`src/afrp_core.sv`:
```
package afrp_pkg;
  localparam int             SAMPLE_W  = 20;
  localparam int             WORD_W    = 18;
  localparam int             SUM_W     = 25;
  localparam int             DEC_LOG2  = 5;
  localparam int             PTR_W     = 4;
  localparam int             MEM_DEPTH = 16;
  localparam int             LVL_W     = 3;
  localparam int             GAP_W     = 9;
  localparam int             REL_W     = 10;
  localparam logic [4:0]     DEC_LAST  = 5'h1F;
  localparam logic [4:0]     DEC_PRE   = 5'h1E;
  localparam logic [4:0]     DEC_HALF  = 5'h0F;
  localparam logic [4:0]     DEC_ZERO  = 5'h00;
  localparam logic [2:0]     LVL_OFF   = 3'h0;
  localparam logic [2:0]     LVL_ONE   = 3'h1;
  localparam logic [SAMPLE_W-1:0] POS_LIM = 20'h1FFFF;
  localparam logic [SAMPLE_W-1:0] NEG_LIM = 20'hE0000;
  localparam logic [WORD_W-1:0]   POS_FULL = 18'h1FFFF;
  localparam logic [WORD_W-1:0]   NEG_FULL = 18'h20000;
  localparam logic [WORD_W-1:0]   WORD_RST = 18'h00000;

  // readout pins from the host
  typedef struct packed {
    logic rd_n;
    logic cs_n;
  } afrp_host_type;

  typedef enum logic [1:0] {
    ST_SETTLE = 2'b00,
    ST_FILL   = 2'b01,
    ST_RUN    = 2'b10
  } afrp_state_type;
endpackage

`timescale 1ns/1ps
module afrp_core import afrp_pkg::*; (
  // clock and reset
  input  wire logic                       clk_i,
  input  wire logic                       rst_n_i,
  // modulator samples, one per clock
  input  wire logic signed [SAMPLE_W-1:0] sample_i,
  // host pins
  input  wire afrp_host_type              host_i,
  input  wire logic [LVL_W-1:0]           buffer_depth_sel_i,
  // outputs
  output logic                            sample_ready_n_o,
  output logic                            over_range_flag_o,
  output logic [WORD_W-1:0]               dout_o,
  output logic                            dout_oe_o
);
  // pin synchronisers
  afrp_host_type    host_m, host_s;
  logic [LVL_W-1:0] sel_m, sel_s;
  logic             rd_prev;

  // decimator
  logic [4:0]             dec_cnt, next_dec_cnt;
  logic signed [SUM_W-1:0] acc, next_acc;
  logic signed [SUM_W-1:0] sum_all;
  logic signed [SAMPLE_W-1:0] avg;
  logic [WORD_W-1:0]      word;
  logic                   clip;
  logic                   tick;
  logic                   over, next_over;

  // grouping and readout
  afrp_state_type   state, next_state;
  logic [LVL_W-1:0] lvl, next_lvl, sel_eff;
  logic [LVL_W-1:0] widx, next_widx;
  logic             sample_ready_n, next_sample_ready_n;
  logic             group_done;
  logic [PTR_W-1:0] wr_ptr, next_wr_ptr, rd_ptr, next_rd_ptr;
  logic             wr_en;
  logic             rd_rise;
  logic [WORD_W-1:0] rd_data, next_dout;
  logic             next_oe;

  // two flops on every host pin and the depth select before any logic; sample_i is used unsynchronised
  always_ff @(posedge clk_i or negedge rst_n_i) begin
    if (!rst_n_i) begin
      host_m  <= '1;
      host_s  <= '1;
      sel_m   <= LVL_OFF;
      sel_s   <= LVL_OFF;
      rd_prev <= 1'b1;
    end else begin
      host_m  <= host_i;
      host_s  <= host_m;
      sel_m   <= buffer_depth_sel_i;
      sel_s   <= sel_m;
      rd_prev <= host_s.rd_n || host_s.cs_n;  // low only while a selected read is held
    end
  end

  // accumulate one sample per clock, dump every 32
  always_comb begin
    tick         = (dec_cnt == DEC_LAST);
    next_dec_cnt = dec_cnt + 5'h01;
    sum_all      = acc + SUM_W'(sample_i);
    next_acc     = tick ? '0 : sum_all;
    avg          = sum_all[SUM_W-1:DEC_LOG2];
    clip         = (avg > $signed(POS_LIM)) || (avg < $signed(NEG_LIM));
    if (avg > $signed(POS_LIM)) begin
      word = POS_FULL;
    end else if (avg < $signed(NEG_LIM)) begin
      word = NEG_FULL;
    end else begin
      word = avg[WORD_W-1:0];
    end
    next_over = tick ? clip : over;
  end

  always_ff @(posedge clk_i or negedge rst_n_i) begin
    if (!rst_n_i) begin
      dec_cnt <= DEC_ZERO;
      acc     <= '0;
      over    <= 1'b0;
    end else begin
      dec_cnt <= next_dec_cnt;
      acc     <= next_acc;
      over    <= next_over;
    end
  end

  // group sequencing, strobe and pointers
  always_comb begin
    sel_eff     = (sel_s == LVL_OFF) ? LVL_ONE : sel_s;
    group_done  = tick && (state != ST_SETTLE) && (widx == lvl - LVL_ONE);
    wr_en       = tick && (state != ST_SETTLE);
    rd_rise     = host_s.rd_n && !rd_prev;                                  // select may rise with read
    next_state  = state;
    next_lvl    = lvl;
    next_widx   = widx;
    next_wr_ptr = wr_en ? wr_ptr + 4'h1 : wr_ptr;
    next_rd_ptr = rd_rise ? rd_ptr + 4'h1 : rd_ptr;
    next_sample_ready_n   = sample_ready_n;
    case (state)
      ST_SETTLE: begin
        next_sample_ready_n = 1'b1;
        if (tick) begin
          next_state = ST_FILL;                                             // first word discarded
          next_lvl   = sel_eff;
          next_widx  = '0;
        end
      end
      ST_FILL, ST_RUN: begin
        if (group_done) begin
          next_state  = ST_RUN;
          next_lvl    = sel_eff;
          next_widx   = '0;
          next_sample_ready_n   = 1'b0;
          next_rd_ptr = next_wr_ptr - PTR_W'(lvl);                          // oldest word of the group
        end else begin
          if (tick) begin
            next_widx = widx + LVL_ONE;
          end
          if (state == ST_FILL) begin
            next_sample_ready_n = 1'b1;
          end else if (sel_s == LVL_OFF && lvl == LVL_ONE) begin
            next_sample_ready_n = (dec_cnt >= DEC_HALF);                              // half-period strobe
          end else begin
            next_sample_ready_n = (dec_cnt == DEC_PRE) && (widx == lvl - LVL_ONE);
          end
        end
      end
      default: begin
        next_state = ST_SETTLE;
        next_sample_ready_n  = 1'b1;
      end
    endcase
    next_dout = rd_data;
    next_oe   = !host_s.rd_n && !host_s.cs_n;
  end

  always_ff @(posedge clk_i or negedge rst_n_i) begin
    if (!rst_n_i) begin
      state  <= ST_SETTLE;
      lvl    <= LVL_ONE;
      widx   <= '0;
      sample_ready_n   <= 1'b1;
      wr_ptr <= '0;
      rd_ptr <= '0;
    end else begin
      state  <= next_state;
      lvl    <= next_lvl;
      widx   <= next_widx;
      sample_ready_n   <= next_sample_ready_n;
      wr_ptr <= next_wr_ptr;
      rd_ptr <= next_rd_ptr;
    end
  end

  // output registers
  always_ff @(posedge clk_i or negedge rst_n_i) begin
    if (!rst_n_i) begin
      dout_o    <= WORD_RST;
      dout_oe_o <= 1'b0;
    end else begin
      dout_o    <= next_dout;
      dout_oe_o <= next_oe;
    end
  end

  assign sample_ready_n_o  = sample_ready_n;
  assign over_range_flag_o = over;

  afrp_word_store u_store (
    .clk_i     (clk_i),
    .rst_n_i   (rst_n_i),
    .wr_en_i   (wr_en),
    .wr_ptr_i  (wr_ptr),
    .wr_data_i (word),
    .rd_ptr_i  (rd_ptr),
    .rd_data_o (rd_data)
  );

  // helper counters for the checks
  logic [GAP_W-1:0] gap;
  logic [REL_W-1:0] rel;

  always_ff @(posedge clk_i or negedge rst_n_i) begin
    if (!rst_n_i) begin
      gap <= '0;
      rel <= '0;
    end else begin
      gap <= (sample_ready_n && !next_sample_ready_n) ? GAP_W'(1) : gap + GAP_W'(1);
      rel <= (&rel) ? rel : rel + REL_W'(1);
    end
  end

  a_strobe_period: assert property (@(posedge clk_i) disable iff (!rst_n_i)
    (sample_ready_n && !next_sample_ready_n && state == ST_RUN) |-> gap == (GAP_W'(lvl) << DEC_LOG2))
    else $error("strobe period differs from 32 times level");

  a_strobe_width: assert property (@(posedge clk_i) disable iff (!rst_n_i)
    ($rose(sample_ready_n) && state == ST_RUN && sel_s != LVL_OFF) |=> !sample_ready_n)
    else $error("buffered strobe high longer than one clock");

  a_strobe_edge: assert property (@(posedge clk_i) disable iff (!rst_n_i)
    $rose(sample_ready_n_o) |-> $past(next_sample_ready_n))
    else $error("strobe rose without a clocked cause");

  a_bus_gate: assert property (@(posedge clk_i) disable iff (!rst_n_i)
    (host_s.rd_n || host_s.cs_n) |=> !dout_oe_o)
    else $error("output bus driven while read or select high");

  a_reset_fall: assert property (@(posedge clk_i) disable iff (!rst_n_i)
    (sample_ready_n && !next_sample_ready_n && state == ST_FILL) |->
      rel == ((REL_W'(lvl) + REL_W'(1)) << DEC_LOG2) - REL_W'(1))
    else $error("first strobe fall not at 32 times level plus one");

  a_decim_rate: assert property (@(posedge clk_i) disable iff (!rst_n_i)
    tick |=> !tick [*8] ##24 tick)
    else $error("decimation tick not every 32 clocks");

  a_range_flag: assert property (@(posedge clk_i) disable iff (!rst_n_i)
    (tick && clip) |=> over_range_flag_o)
    else $error("out of range not flagged");

  a_sat_high: assert property (@(posedge clk_i) disable iff (!rst_n_i)
    (tick && avg > $signed(POS_LIM)) |-> word == POS_FULL)
    else $error("positive overflow not saturated");

  a_read_step: assert property (@(posedge clk_i) disable iff (!rst_n_i)
    (rd_rise && !group_done) |=> rd_ptr == $past(rd_ptr) + 4'h1)
    else $error("read pulse did not advance the word");

  c_unbuffered: cover property (@(posedge clk_i) disable iff (!rst_n_i)
    $fell(sample_ready_n) && sel_s == LVL_OFF);
  c_buffered_max: cover property (@(posedge clk_i) disable iff (!rst_n_i)
    $fell(sample_ready_n) && lvl == 3'h7);
  c_read_pulse: cover property (@(posedge clk_i) disable iff (!rst_n_i)
    rd_rise);
  c_over_range: cover property (@(posedge clk_i) disable iff (!rst_n_i)
    $rose(over_range_flag_o));
endmodule // afrp_core

```
`src/afrp_word_store.sv`:
```
`timescale 1ns/1ps
module afrp_word_store import afrp_pkg::*; (
  // clock and reset
  input  wire logic              clk_i,
  input  wire logic              rst_n_i,
  // write side
  input  wire logic              wr_en_i,
  input  wire logic [PTR_W-1:0]  wr_ptr_i,
  input  wire logic [WORD_W-1:0] wr_data_i,
  // read side
  input  wire logic [PTR_W-1:0]  rd_ptr_i,
  output logic [WORD_W-1:0]      rd_data_o
);
  logic [WORD_W-1:0] mem [MEM_DEPTH];

  // one flop word per entry, written by index
  for (genvar i = 0; i < MEM_DEPTH; i++) begin : g_entry
    always_ff @(posedge clk_i or negedge rst_n_i) begin
      if (!rst_n_i) begin
        mem[i] <= WORD_RST;
      end else if (wr_en_i && wr_ptr_i == PTR_W'(i)) begin
        mem[i] <= wr_data_i;
      end
    end
  end

  assign rd_data_o = mem[rd_ptr_i];
endmodule // afrp_word_store

```
`config.mk`:
```
export PLATFORM = sky130hd
export DESIGN_NAME = afrp_core
export DESIGN_NICKNAME = d
export VERILOG_FILES = /design/src/afrp_core.sv /design/src/afrp_word_store.sv
export SDC_FILE = /design/constraint.sdc
export NUM_CORES = 1
export LEC_CHECK = 0
export BUFFER_PORTS_ARGS = -buffer_cell sky130_fd_sc_hd__buf_2
export CORE_MARGIN = 3
export CORE_UTILIZATION = 25
export CTS_BUF_LIST = sky130_fd_sc_hd__clkbuf_4
export CTS_CLUSTER_DIAMETER = 30
export DETAILED_ROUTE_END_ITERATION = 8
export GPL_ROUTABILITY_DRIVEN = 1
export SYNTH_ARGS = -nofsm -noshare
export SYNTH_HDL_FRONTEND = slang
export SYNTH_HIERARCHICAL = 1
export SYNTH_SLANG_ARGS = --single-unit
export TNS_END_PERCENT = 100
```
`constraint.sdc`:
```
create_clock -name clk_i -period 5.8 [get_ports clk_i]
set_clock_uncertainty 0.1 [all_clocks]
set_input_delay 1.16 -clock clk_i [delete_from_list [all_inputs] [get_ports clk_i]]
set_output_delay 1.16 -clock clk_i [all_outputs]
set_load 0.02 [all_outputs]
```
Word-level counts from Yosys, hierarchy flattened --
Index checks and enable logic that the tools add are counted.
Cells by class: reduce and logical (&&, ||, !) cells 36, $add $sub $neg 7, mux-type cells 25, div/mod/pow operators 0, multiply operators 0, bitwise gates (word level) 1, shifts and indexed selects 0, eq/ne operators 24, $lt $le $gt $ge 4
Operator list (count):
- 18-bit binary-select mux with 4-bit select | 1
- 18-bit 2-to-1 mux | 4
- 4-bit == test (second input constant) | 8
- 25-bit by 20-bit adder with 25-bit output | 1
- 25-bit 2-to-1 mux | 1
- 1-bit logical AND | 22
- 20-bit by 18-bit > comparator with 1-bit output (second input constant) | 1
- 20-bit by 18-bit less-than comparator with 1-bit output (second input constant) | 1
- 3-bit 2-to-1 mux | 6
- 4-bit by 3-bit == test with 1-bit output (second input constant) | 4
- 4-bit 2-to-1 mux | 4
- 3-bit case mux with 2 select lines | 2
- 5-bit == test (second input constant) | 2
- 4-bit by 1-bit adder with 4-bit output (second input constant) | 2
- 4-bit by 2-bit == test with 1-bit output (second input constant) | 2
- 3-bit AND reduction | 2
- 5-bit by 1-bit adder with 5-bit output (second input constant) | 1
- 5-bit by 4-bit >= comparator with 1-bit output (second input constant) | 1
- 5-bit >= comparator (second input constant) | 1
- 4-bit NOT with 5-bit output | 1
- 4-bit by 1-bit == test with 1-bit output (second input constant) | 1
- 4-bit zero test | 1
- 1-bit 2-to-1 mux | 4
- 2-bit 2-to-1 mux | 2
- 17 further kinds | 22
Storage, ports and cells: bits in read-only memories 0, bits in latches 0, bits of input ports 27, memories 0, flip-flop bits (word level) 366, memory bits (writable) 0, output and inout port bits 21, logic and storage cells 131

Logic depth before layout (Yosys ltp) --
Gate-level depths: netlist of run 1.
depth after elaboration 7, gate-level depth with buffers 15, depth with buffers taken out 13

Cells and area by module --
The synthesis of run 1 kept the hierarchy.
By module, submodules not included:
- afrp_word_store | times used 1, area an instance 12887.4 sq um, seq. area each 7206.9 sq um, cells an instance 793
- afrp_core | times used 1, area an instance 4334.2 sq um, seq. area each 1960.6 sq um, cells an instance 430

Worst setup path before layout of run 1 --
Ideal clock, no wire load.
path type input to register, start in sample_i[0], end reg u_store/mem[15] (netlist bit), library setup time 0.065 ns, stages 15, data required time 5.635 ns, arrival time 3.753 ns, slack 1.882 ns, cell sequence ha_1 > inv_1 > fa_1 > nand2b_1 > a21oi_1 > o211ai_1 > nand3_1 > a221oi_4 > xnor2_2 > a21o_1 > buf_6 > buf_6 > a21oi_1 > clkbuf_1 > mux2_2
Between the ends: cells in the longest elaborated chain, start to end 4, elaborated cells on any way between the ends 5, classes of those cells add/sub: 1; order compare: 2; mux: 2
Ends and longest elaborated chain:
- start, declared | line afrp_core.sv:42 | input wire logic signed [SAMPLE_W-1:0] sample_i,
- 25-bit by 20-bit adder with 25-bit output * | line afrp_core.sv:100 | sum_all = acc + SUM_W'(sample_i);
- 20-bit by 18-bit less-than comparator with 1-bit output | line afrp_core.sv:106 | end else if (avg < $signed(NEG_LIM)) begin
- 18-bit 2-to-1 mux | line afrp_core.sv:106
- 18-bit 2-to-1 mux * | line afrp_core.sv:104 | if (avg > $signed(POS_LIM)) begin
- via word[15] | line afrp_core.sv:62 | logic [WORD_W-1:0] word;
- end signal, assigned by index | line afrp_word_store.sv:22 | mem[i] <= wr_data_i;
- end, declared | line afrp_word_store.sv:14 | logic [WORD_W-1:0] mem [MEM_DEPTH];
The timed path passes the listed nets; every way through them passes the cells marked *. A chain may end at the register's enable or synchronous reset.

Final worst setup path of run 1 --
start in sample_i[17], end reg u_store/mem[218] (netlist bit)
The elaborated chain is that of the path after synthesis.

==> results of run 1 <==
[per-layer routing]
metal | vias up | share of wire | global-route usage
met2 | 248 | 0.48 | 0.194
met4 | 2 | 0.022 | 0.0378
li1 | 4726 | - | -
met5 | - | 0.00026 | 0
met3 | 86 | 0.049 | 0.0287
met1 | 5549 | 0.45 | 0.159
[cell usage after synthesis, types with 13 or more instances]
cell      instances  share of area
buf_2            29         0.0084
a22oi_1          36          0.016
nand2_1          51          0.011
xnor2_1          15         0.0076
mux2_2          287           0.19
nor2_1           48          0.010
xor2_1           19         0.0097
clkbuf_1         35         0.0076
o21ai_0          22         0.0064
nand3_1          13         0.0038
inv_1            20         0.0044
dfrtp_1         359           0.52
ha_1             39          0.028
mux4_2           72          0.094
a21oi_1          46          0.013
[layout make-up]
class                   instances  area, sq um  area share
clock buffers                 149         1120      0.0571
diodes                          3         7.51    0.000383
clock inverters                23          100     0.00511
multi-input cells             758         7620       0.389
repair buffers                 64          398      0.0203
flip-flops and latches        366         9170       0.468
inverters                      20         75.1     0.00383
well taps                     873         1090      0.0558
[state kept, by name, summed over array words and instances (netlist names), 4 cells and up]
register and flops:
dec_cnt 5, wr_ptr 4, u_store/mem 288, dout_o 18, rd_ptr 4, acc 25
[how the worst min path moves through the flow]
stage	startpoint	endpoint	slack, ns	cells past startpoint
after floorplan	sel_m[0]	sel_s[0]	0.23	0
after global placement	sel_m[0]	sel_s[0]	0.24	0
after detailed placement	sel_m[1]	sel_s[1]	0.24	0
after CTS	sel_m[0]	sel_s[0]	0.25	0
after global routing	sel_m[0]	sel_s[0]	0.26	0
final	sel_m[0]	sel_s[0]	0.25	0
[power by group through the flow]
stage / clock network [W] / logic, W / registers [W]
after floorplan: 0 / 0.00265 / 0.00295
after global placement: 0 / 0.00355 / 0.00302
after detailed placement: 0 / 0.00364 / 0.00302
after CTS: 0.00232 / 0.00365 / 0.00297
after global routing: 0.00246 / 0.00399 / 0.00300
final: 0.00223 / 0.00363 / 0.00296
[stage by stage]
step | area [sq um] | instances
2_1_floorplan | 17200 | 1223
6_report | 19600 | 2256
3_5_place_dp | 18400 | 2081
4_1_cts | 19600 | 2253
5_1_grt | 19600 | 2256
3_3_place_gp | 18400 | 2081
[worst max-delay path: stages]
cell	delay (ns)
buf_2	0.10
ha_1	0.35
a21oi_2	0.31
o311ai_1	0.16
a21oi_1	0.28
nor3b_2	0.10
a221oi_4	0.29
xnor2_2	0.29
a21o_1	0.41
buf_4	0.23
a21oi_1	0.97
mux2_2	0.33
[kinds of logic (layout without fill, tap and decap cells)]
| group | count (synthesis) | in the layout |
|---|---|---|
| flip-flops | 366 | 366 |
| multiplexers | 363 | 363 |
| AND/OR/NAND/NOR | 172 | 172 |
| AO/OA/AOI/OAI | 147 | 147 |
| buffers and inverters | 99 | 256 |
| adder cells (fa/ha/maj) | 41 | 41 |
| XOR/XNOR | 35 | 35 |
| other | 0 | 3 |
==> results.json, run 1 <==
{
  "status": "complete, no violations",
  "synth_cell_type_count": 64,
  "root_buffer": "clkbuf_4",
  "die_area_sq_um": 72100,
  "syn-num-nets": 1291,
  "post_drt_wl_per_cell_um": 18.6,
  "start_util": 0.254,
  "grt_pass1_vias": 11600,
  "cts-resized-gates": 0,
  "antenna_found_initial": 3,
  "post-place-ws_ns": 0.670,
  "drcViolationCount": 0,
  "synth_top_flop_cell": "dfrtp_1",
  "cp-end-kind": "flip-flop",
  "power_w": 0.00882,
  "clock_path_buffers": 3,
  "max-vdd-ir-drop_mv": 0.319,
  "path_clk_slew_ns": 0.06,
  "critical_path_class": "in -> reg",
  "min_path_type": "reg -> reg",
  "grt_usage": 0.120,
  "setup_slack_ns": 1.39,
  "numCtsBuffers": 101,
  "port_buffers": 47,
  "r2r_setup_slack_ns": 1.50,
  "intPower_w": 0.00503,
  "synthSimpleGateAreaFrac": 0.0489,
  "gp_congestion": 0.785,
  "leakage_nw": 8.98,
  "crit_start": "sample_i[17]",
  "row_count": 95,
  "power_frac_comb": 0.411,
  "coreArea_sq_um": 67800,
  "p_clk_frac": 0.252,
  "min_period_ns": 4.41,
  "synthAdderAreaFrac": 0.0307,
  "layout_common_cells": "357 x dfrtp_1, 287 x mux2_2, 149 x clkbuf_4, 72 x mux4_2, 51 x nand2_1",
  "drt_iter0_markers": 651,
  "drt_first_pass_iters": 5,
  "vias_per_cell": 4.70,
  "die_w_um": 268,
  "htree_levels": 3,
  "layout-drive-gt1-share": 0.449,
  "yosysWarnings": 6,
  "routed_wl_um": 41900,
  "final_max_slew_viol_count": 0,
  "fmax_mhz": 227,
  "ios": 48,
  "swShare": 0.429,
  "pwr-share-seq": 0.336,
  "drtAntennaViolNets": 0,
  "nFillCells": 6905,
  "cp-endpoint": "u_store/mem[218]",
  "cts_setup_buffers": 0,
  "synth-xor-area-share": 0.0182,
  "timing.hold.ws_ns": 0.254,
  "finalCritPeriodShare": 0.761,
  "synthArstFlopShare": 1.00,
  "grt-ovfl-total": 0,
  "p_per_area_nw_per_um2": 450,
  "crit_fanout": 21,
  "synth_edf_count": 0,
  "synth_top_family_by_area": "multiplexers",
  "cts_tree": "done",
  "syn_area_per_cell_sq_um": 14.1,
  "r2r-start": "acc[17]",
  "worst_slew_pin_slew_ns": 1.29,
  "worstReg2RegEnd": "u_store/mem[218]",
  "start_kind": "input port",
  "final_util": 0.289,
  "grt_max_degree": 139,
  "tns_ns": 0,
  "synth_seq_area_share": 0.532,
  "synth_cells": 1223,
  "grt_pass1_wl_um": 66700,
  "area_delta_synth_final_pct": 13.7,
  "synth_compound_area_frac": 0.0573,
  "cts.sinks": 366,
  "vias": 10600,
  "dpl.hpwl_um": 24900,
  "final_common_cell": "dfrtp_1",
  "cts_hold_buf": 0,
  "synthMuxAreaShare": 0.284,
  "syn_area_sq_um": 17200,
  "slew_headroom": 0.141,
  "nNetsFinal": 1379,
  "critPathArrivalTime_ns": 5.00,
  "switchingPower_w": 0.00378,
  "dieHeight_um": 268,
  "hold_violations": 0,
  "setup_viol": 0,
  "rsz0062_at_grt": "no",
  "reg2reg_depth": 11,
  "maxCapViolCount": 0,
  "crit_required_ns": 6.39,
  "clock_latency_ns": 0.80,
  "synth-seq-cells": 366
}
No activity file was read; power rests on OpenSTA's default activity.
==> run 2, diff against run 1 <==
clock period = 4.36 ns   (was 5.8 ns; I/O delays follow)
==> run 2 against run 1 <==
Effect of this change:
- core utilization is 0.46 points higher
- clock power grew 43%
- final cell count rose by 1.2%
- critical endpoint is now u_store/mem[252]
- setup slack got worse by 1.0 ns
==> results.json, run 2 (synthesis gave the netlist of run 1 again) <==
{
  "critPathBufInv": 1,
  "ios": 48,
  "htree_levels": 3,
  "die_w_um": 268,
  "row_count": 95,
  "nNetsFinal": 1406,
  "routed_wl_um": 42300,
  "status": "complete, no violations",
  "grt_max_degree": 96,
  "final_common_cell": "dfrtp_1",
  "rsz0062_at_grt": "no",
  "clock_latency_ns": 0.85,
  "power_w": 0.0123,
  "critical_path.top_delay_family": "compound AO/OA/AOI/OAI gates",
  "dieHeight_um": 268,
  "area_delta_synth_final_pct": 15.5,
  "grt_usage": 0.120,
  "p_per_area_nw_per_um2": 618,
  "largest_register_ffs": 288,
  "crit_required_ns": 4.96,
  "setup_viol": 0,
  "grt-ovfl-total": 0,
  "dpl.hpwl_um": 25000,
  "min_path_type": "reg -> reg",
  "cpPeakStageDelay_ns": 1.03,
  "gp_congestion": 0.797,
  "post_drt_wl_per_cell_um": 18.5,
  "path_clk_slew_ns": 0.06,
  "cts_tree": "done",
  "start_kind": "flip-flop",
  "regMostFlops": "u_store/mem",
  "placed_area_sq_um": 18500,
  "grt_pass1_vias": 11600,
  "drtAntennaViolNets": 0,
  "cp_common_cell": "a21oi_1",
  "layout-drive-gt1-share": 0.456,
  "critPathArrivalTime_ns": 4.58,
  "maxCapViolCount": 0,
  "coreArea_sq_um": 67800,
  "critical_path_class": "reg -> reg",
  "finalNonFillerCells": 2283,
  "die_area_sq_um": 72100,
  "leakage_nw": 9.18,
  "start_util": 0.254,
  "root_buffer": "clkbuf_4",
  "cp-end-kind": "flip-flop",
  "cts.sinks": 366,
  "timing.hold.ws_ns": 0.251,
  "crit_chain": "ha_1 -> inv_1 -> fa_1 -> nand2b_1 -> a21oi_1 -> nor2_1 -> o211ai_1 -> o41a_1 -> nand2_1 -> o21a_2 -> a21oi_1 -> mux2_2",
  "cp_slowest_cell": "a21oi_1",
  "cts-resized-gates": 0,
  "crit_fanout": 16,
  "min_period_ns": 3.98,
  "hold_violations": 0,
  "nFillCells": 6891,
  "layout_common_cells": "357 x dfrtp_1, 287 x mux2_2, 143 x clkbuf_4, 72 x mux4_2, 51 x nand2_1",
  "drcViolationCount": 0,
  "clock_path_buffers": 3,
  "vias_per_cell": 4.69,
  "cts_hold_buf": 6,
  "vias": 10700,
  "worst_slew_pin_slew_ns": 1.31,
  "dp.cells": 2102,
  "cts_setup_buffers": 0,
  "drt_first_pass_iters": 5,
  "drt_iter0_markers": 581,
  "final_max_slew_viol_count": 0,
  "layout_top_registers": "u_store/mem: 288 flops, acc: 25 flops, dout_o: 18 flops",
  "grt_pass1_wl_um": 66400,
  "slew_headroom": 0.129,
  "finalCritPeriodShare": 0.914,
  "fin_area_sq_um": 19900,
  "antenna_found_initial": 1,
  "numCtsBuffers": 101,
  "fmax_mhz": 251,
  "max-vdd-ir-drop_mv": 0.494,
  "port_buffers": 47
}
run 2: changes by cell type in the layout (fill, tap and decap cells not counted), sizes merged:
cell         previous run  this run
clkinvlp                2         1
buf                    64        85
bufinv                  0         4
diode                   3         1
clkbuf                149       143
clkinv                 20        25
dlygate4sd3             0         6
run 2: layout make-up:
class	count	area, sq um	share of cell area
clock inverters	31	251	0.0126
inverters	20	75.1	0.00377
repair buffers	91	653	0.0328
flip-flops and latches	366	9170	0.461
diodes	1	2.50	0.000126
multi-input cells	758	7570	0.381
well taps	873	1090	0.0549
clock buffers	143	1070	0.0540
run 2: power breakdown:
part	total [W]	internal [W]	switching (W)	leakage [nW]
Sequential	0.00397	0.00370	0.000273	4.78
Combinational	0.00511	0.00166	0.00344	3.61
Clock	0.00320	0.00175	0.00145	0.784
run 2: path summary, 6_finish.rpt:
path | from | to | slack, ns | cells after the start
worst max register to register | acc[0] | u_store/mem[252] | 0.38 | 12
worst min register to register | sel_m[0] | sel_s[0] | 0.25 | 0
min in group asynchronous | rst_n_i | u_store/mem[139] | 0.55 | 2
worst min-delay path | sel_m[0] | sel_s[0] | 0.25 | 0
max in group asynchronous | rst_n_i | u_store/mem[272] | 2.49 | 3
worst max-delay path | acc[0] | u_store/mem[252] | 0.38 | 12
run 2: routing by layer:
layer  up-vias  wire length, um  GRT usage
met1      5638            19500      0.159
met3        70             1970     0.0303
met5         -                0          0
met2       216            19900      0.193
met4         0              911     0.0422
li1       4784                -          -
run 2: metrics by stage:
stage / worst slack (ns) / util / setup TNS, ns
after floorplan: 0.730 / - / 0
after global placement: -0.0918 / 0.273 / -3.42
after detailed placement: -0.139 / 0.273 / -9.22
after CTS: 0.433 / 0.294 / 0
after global routing: 0.100 / 0.294 / 0
final: 0.376 / 0.294 / 0
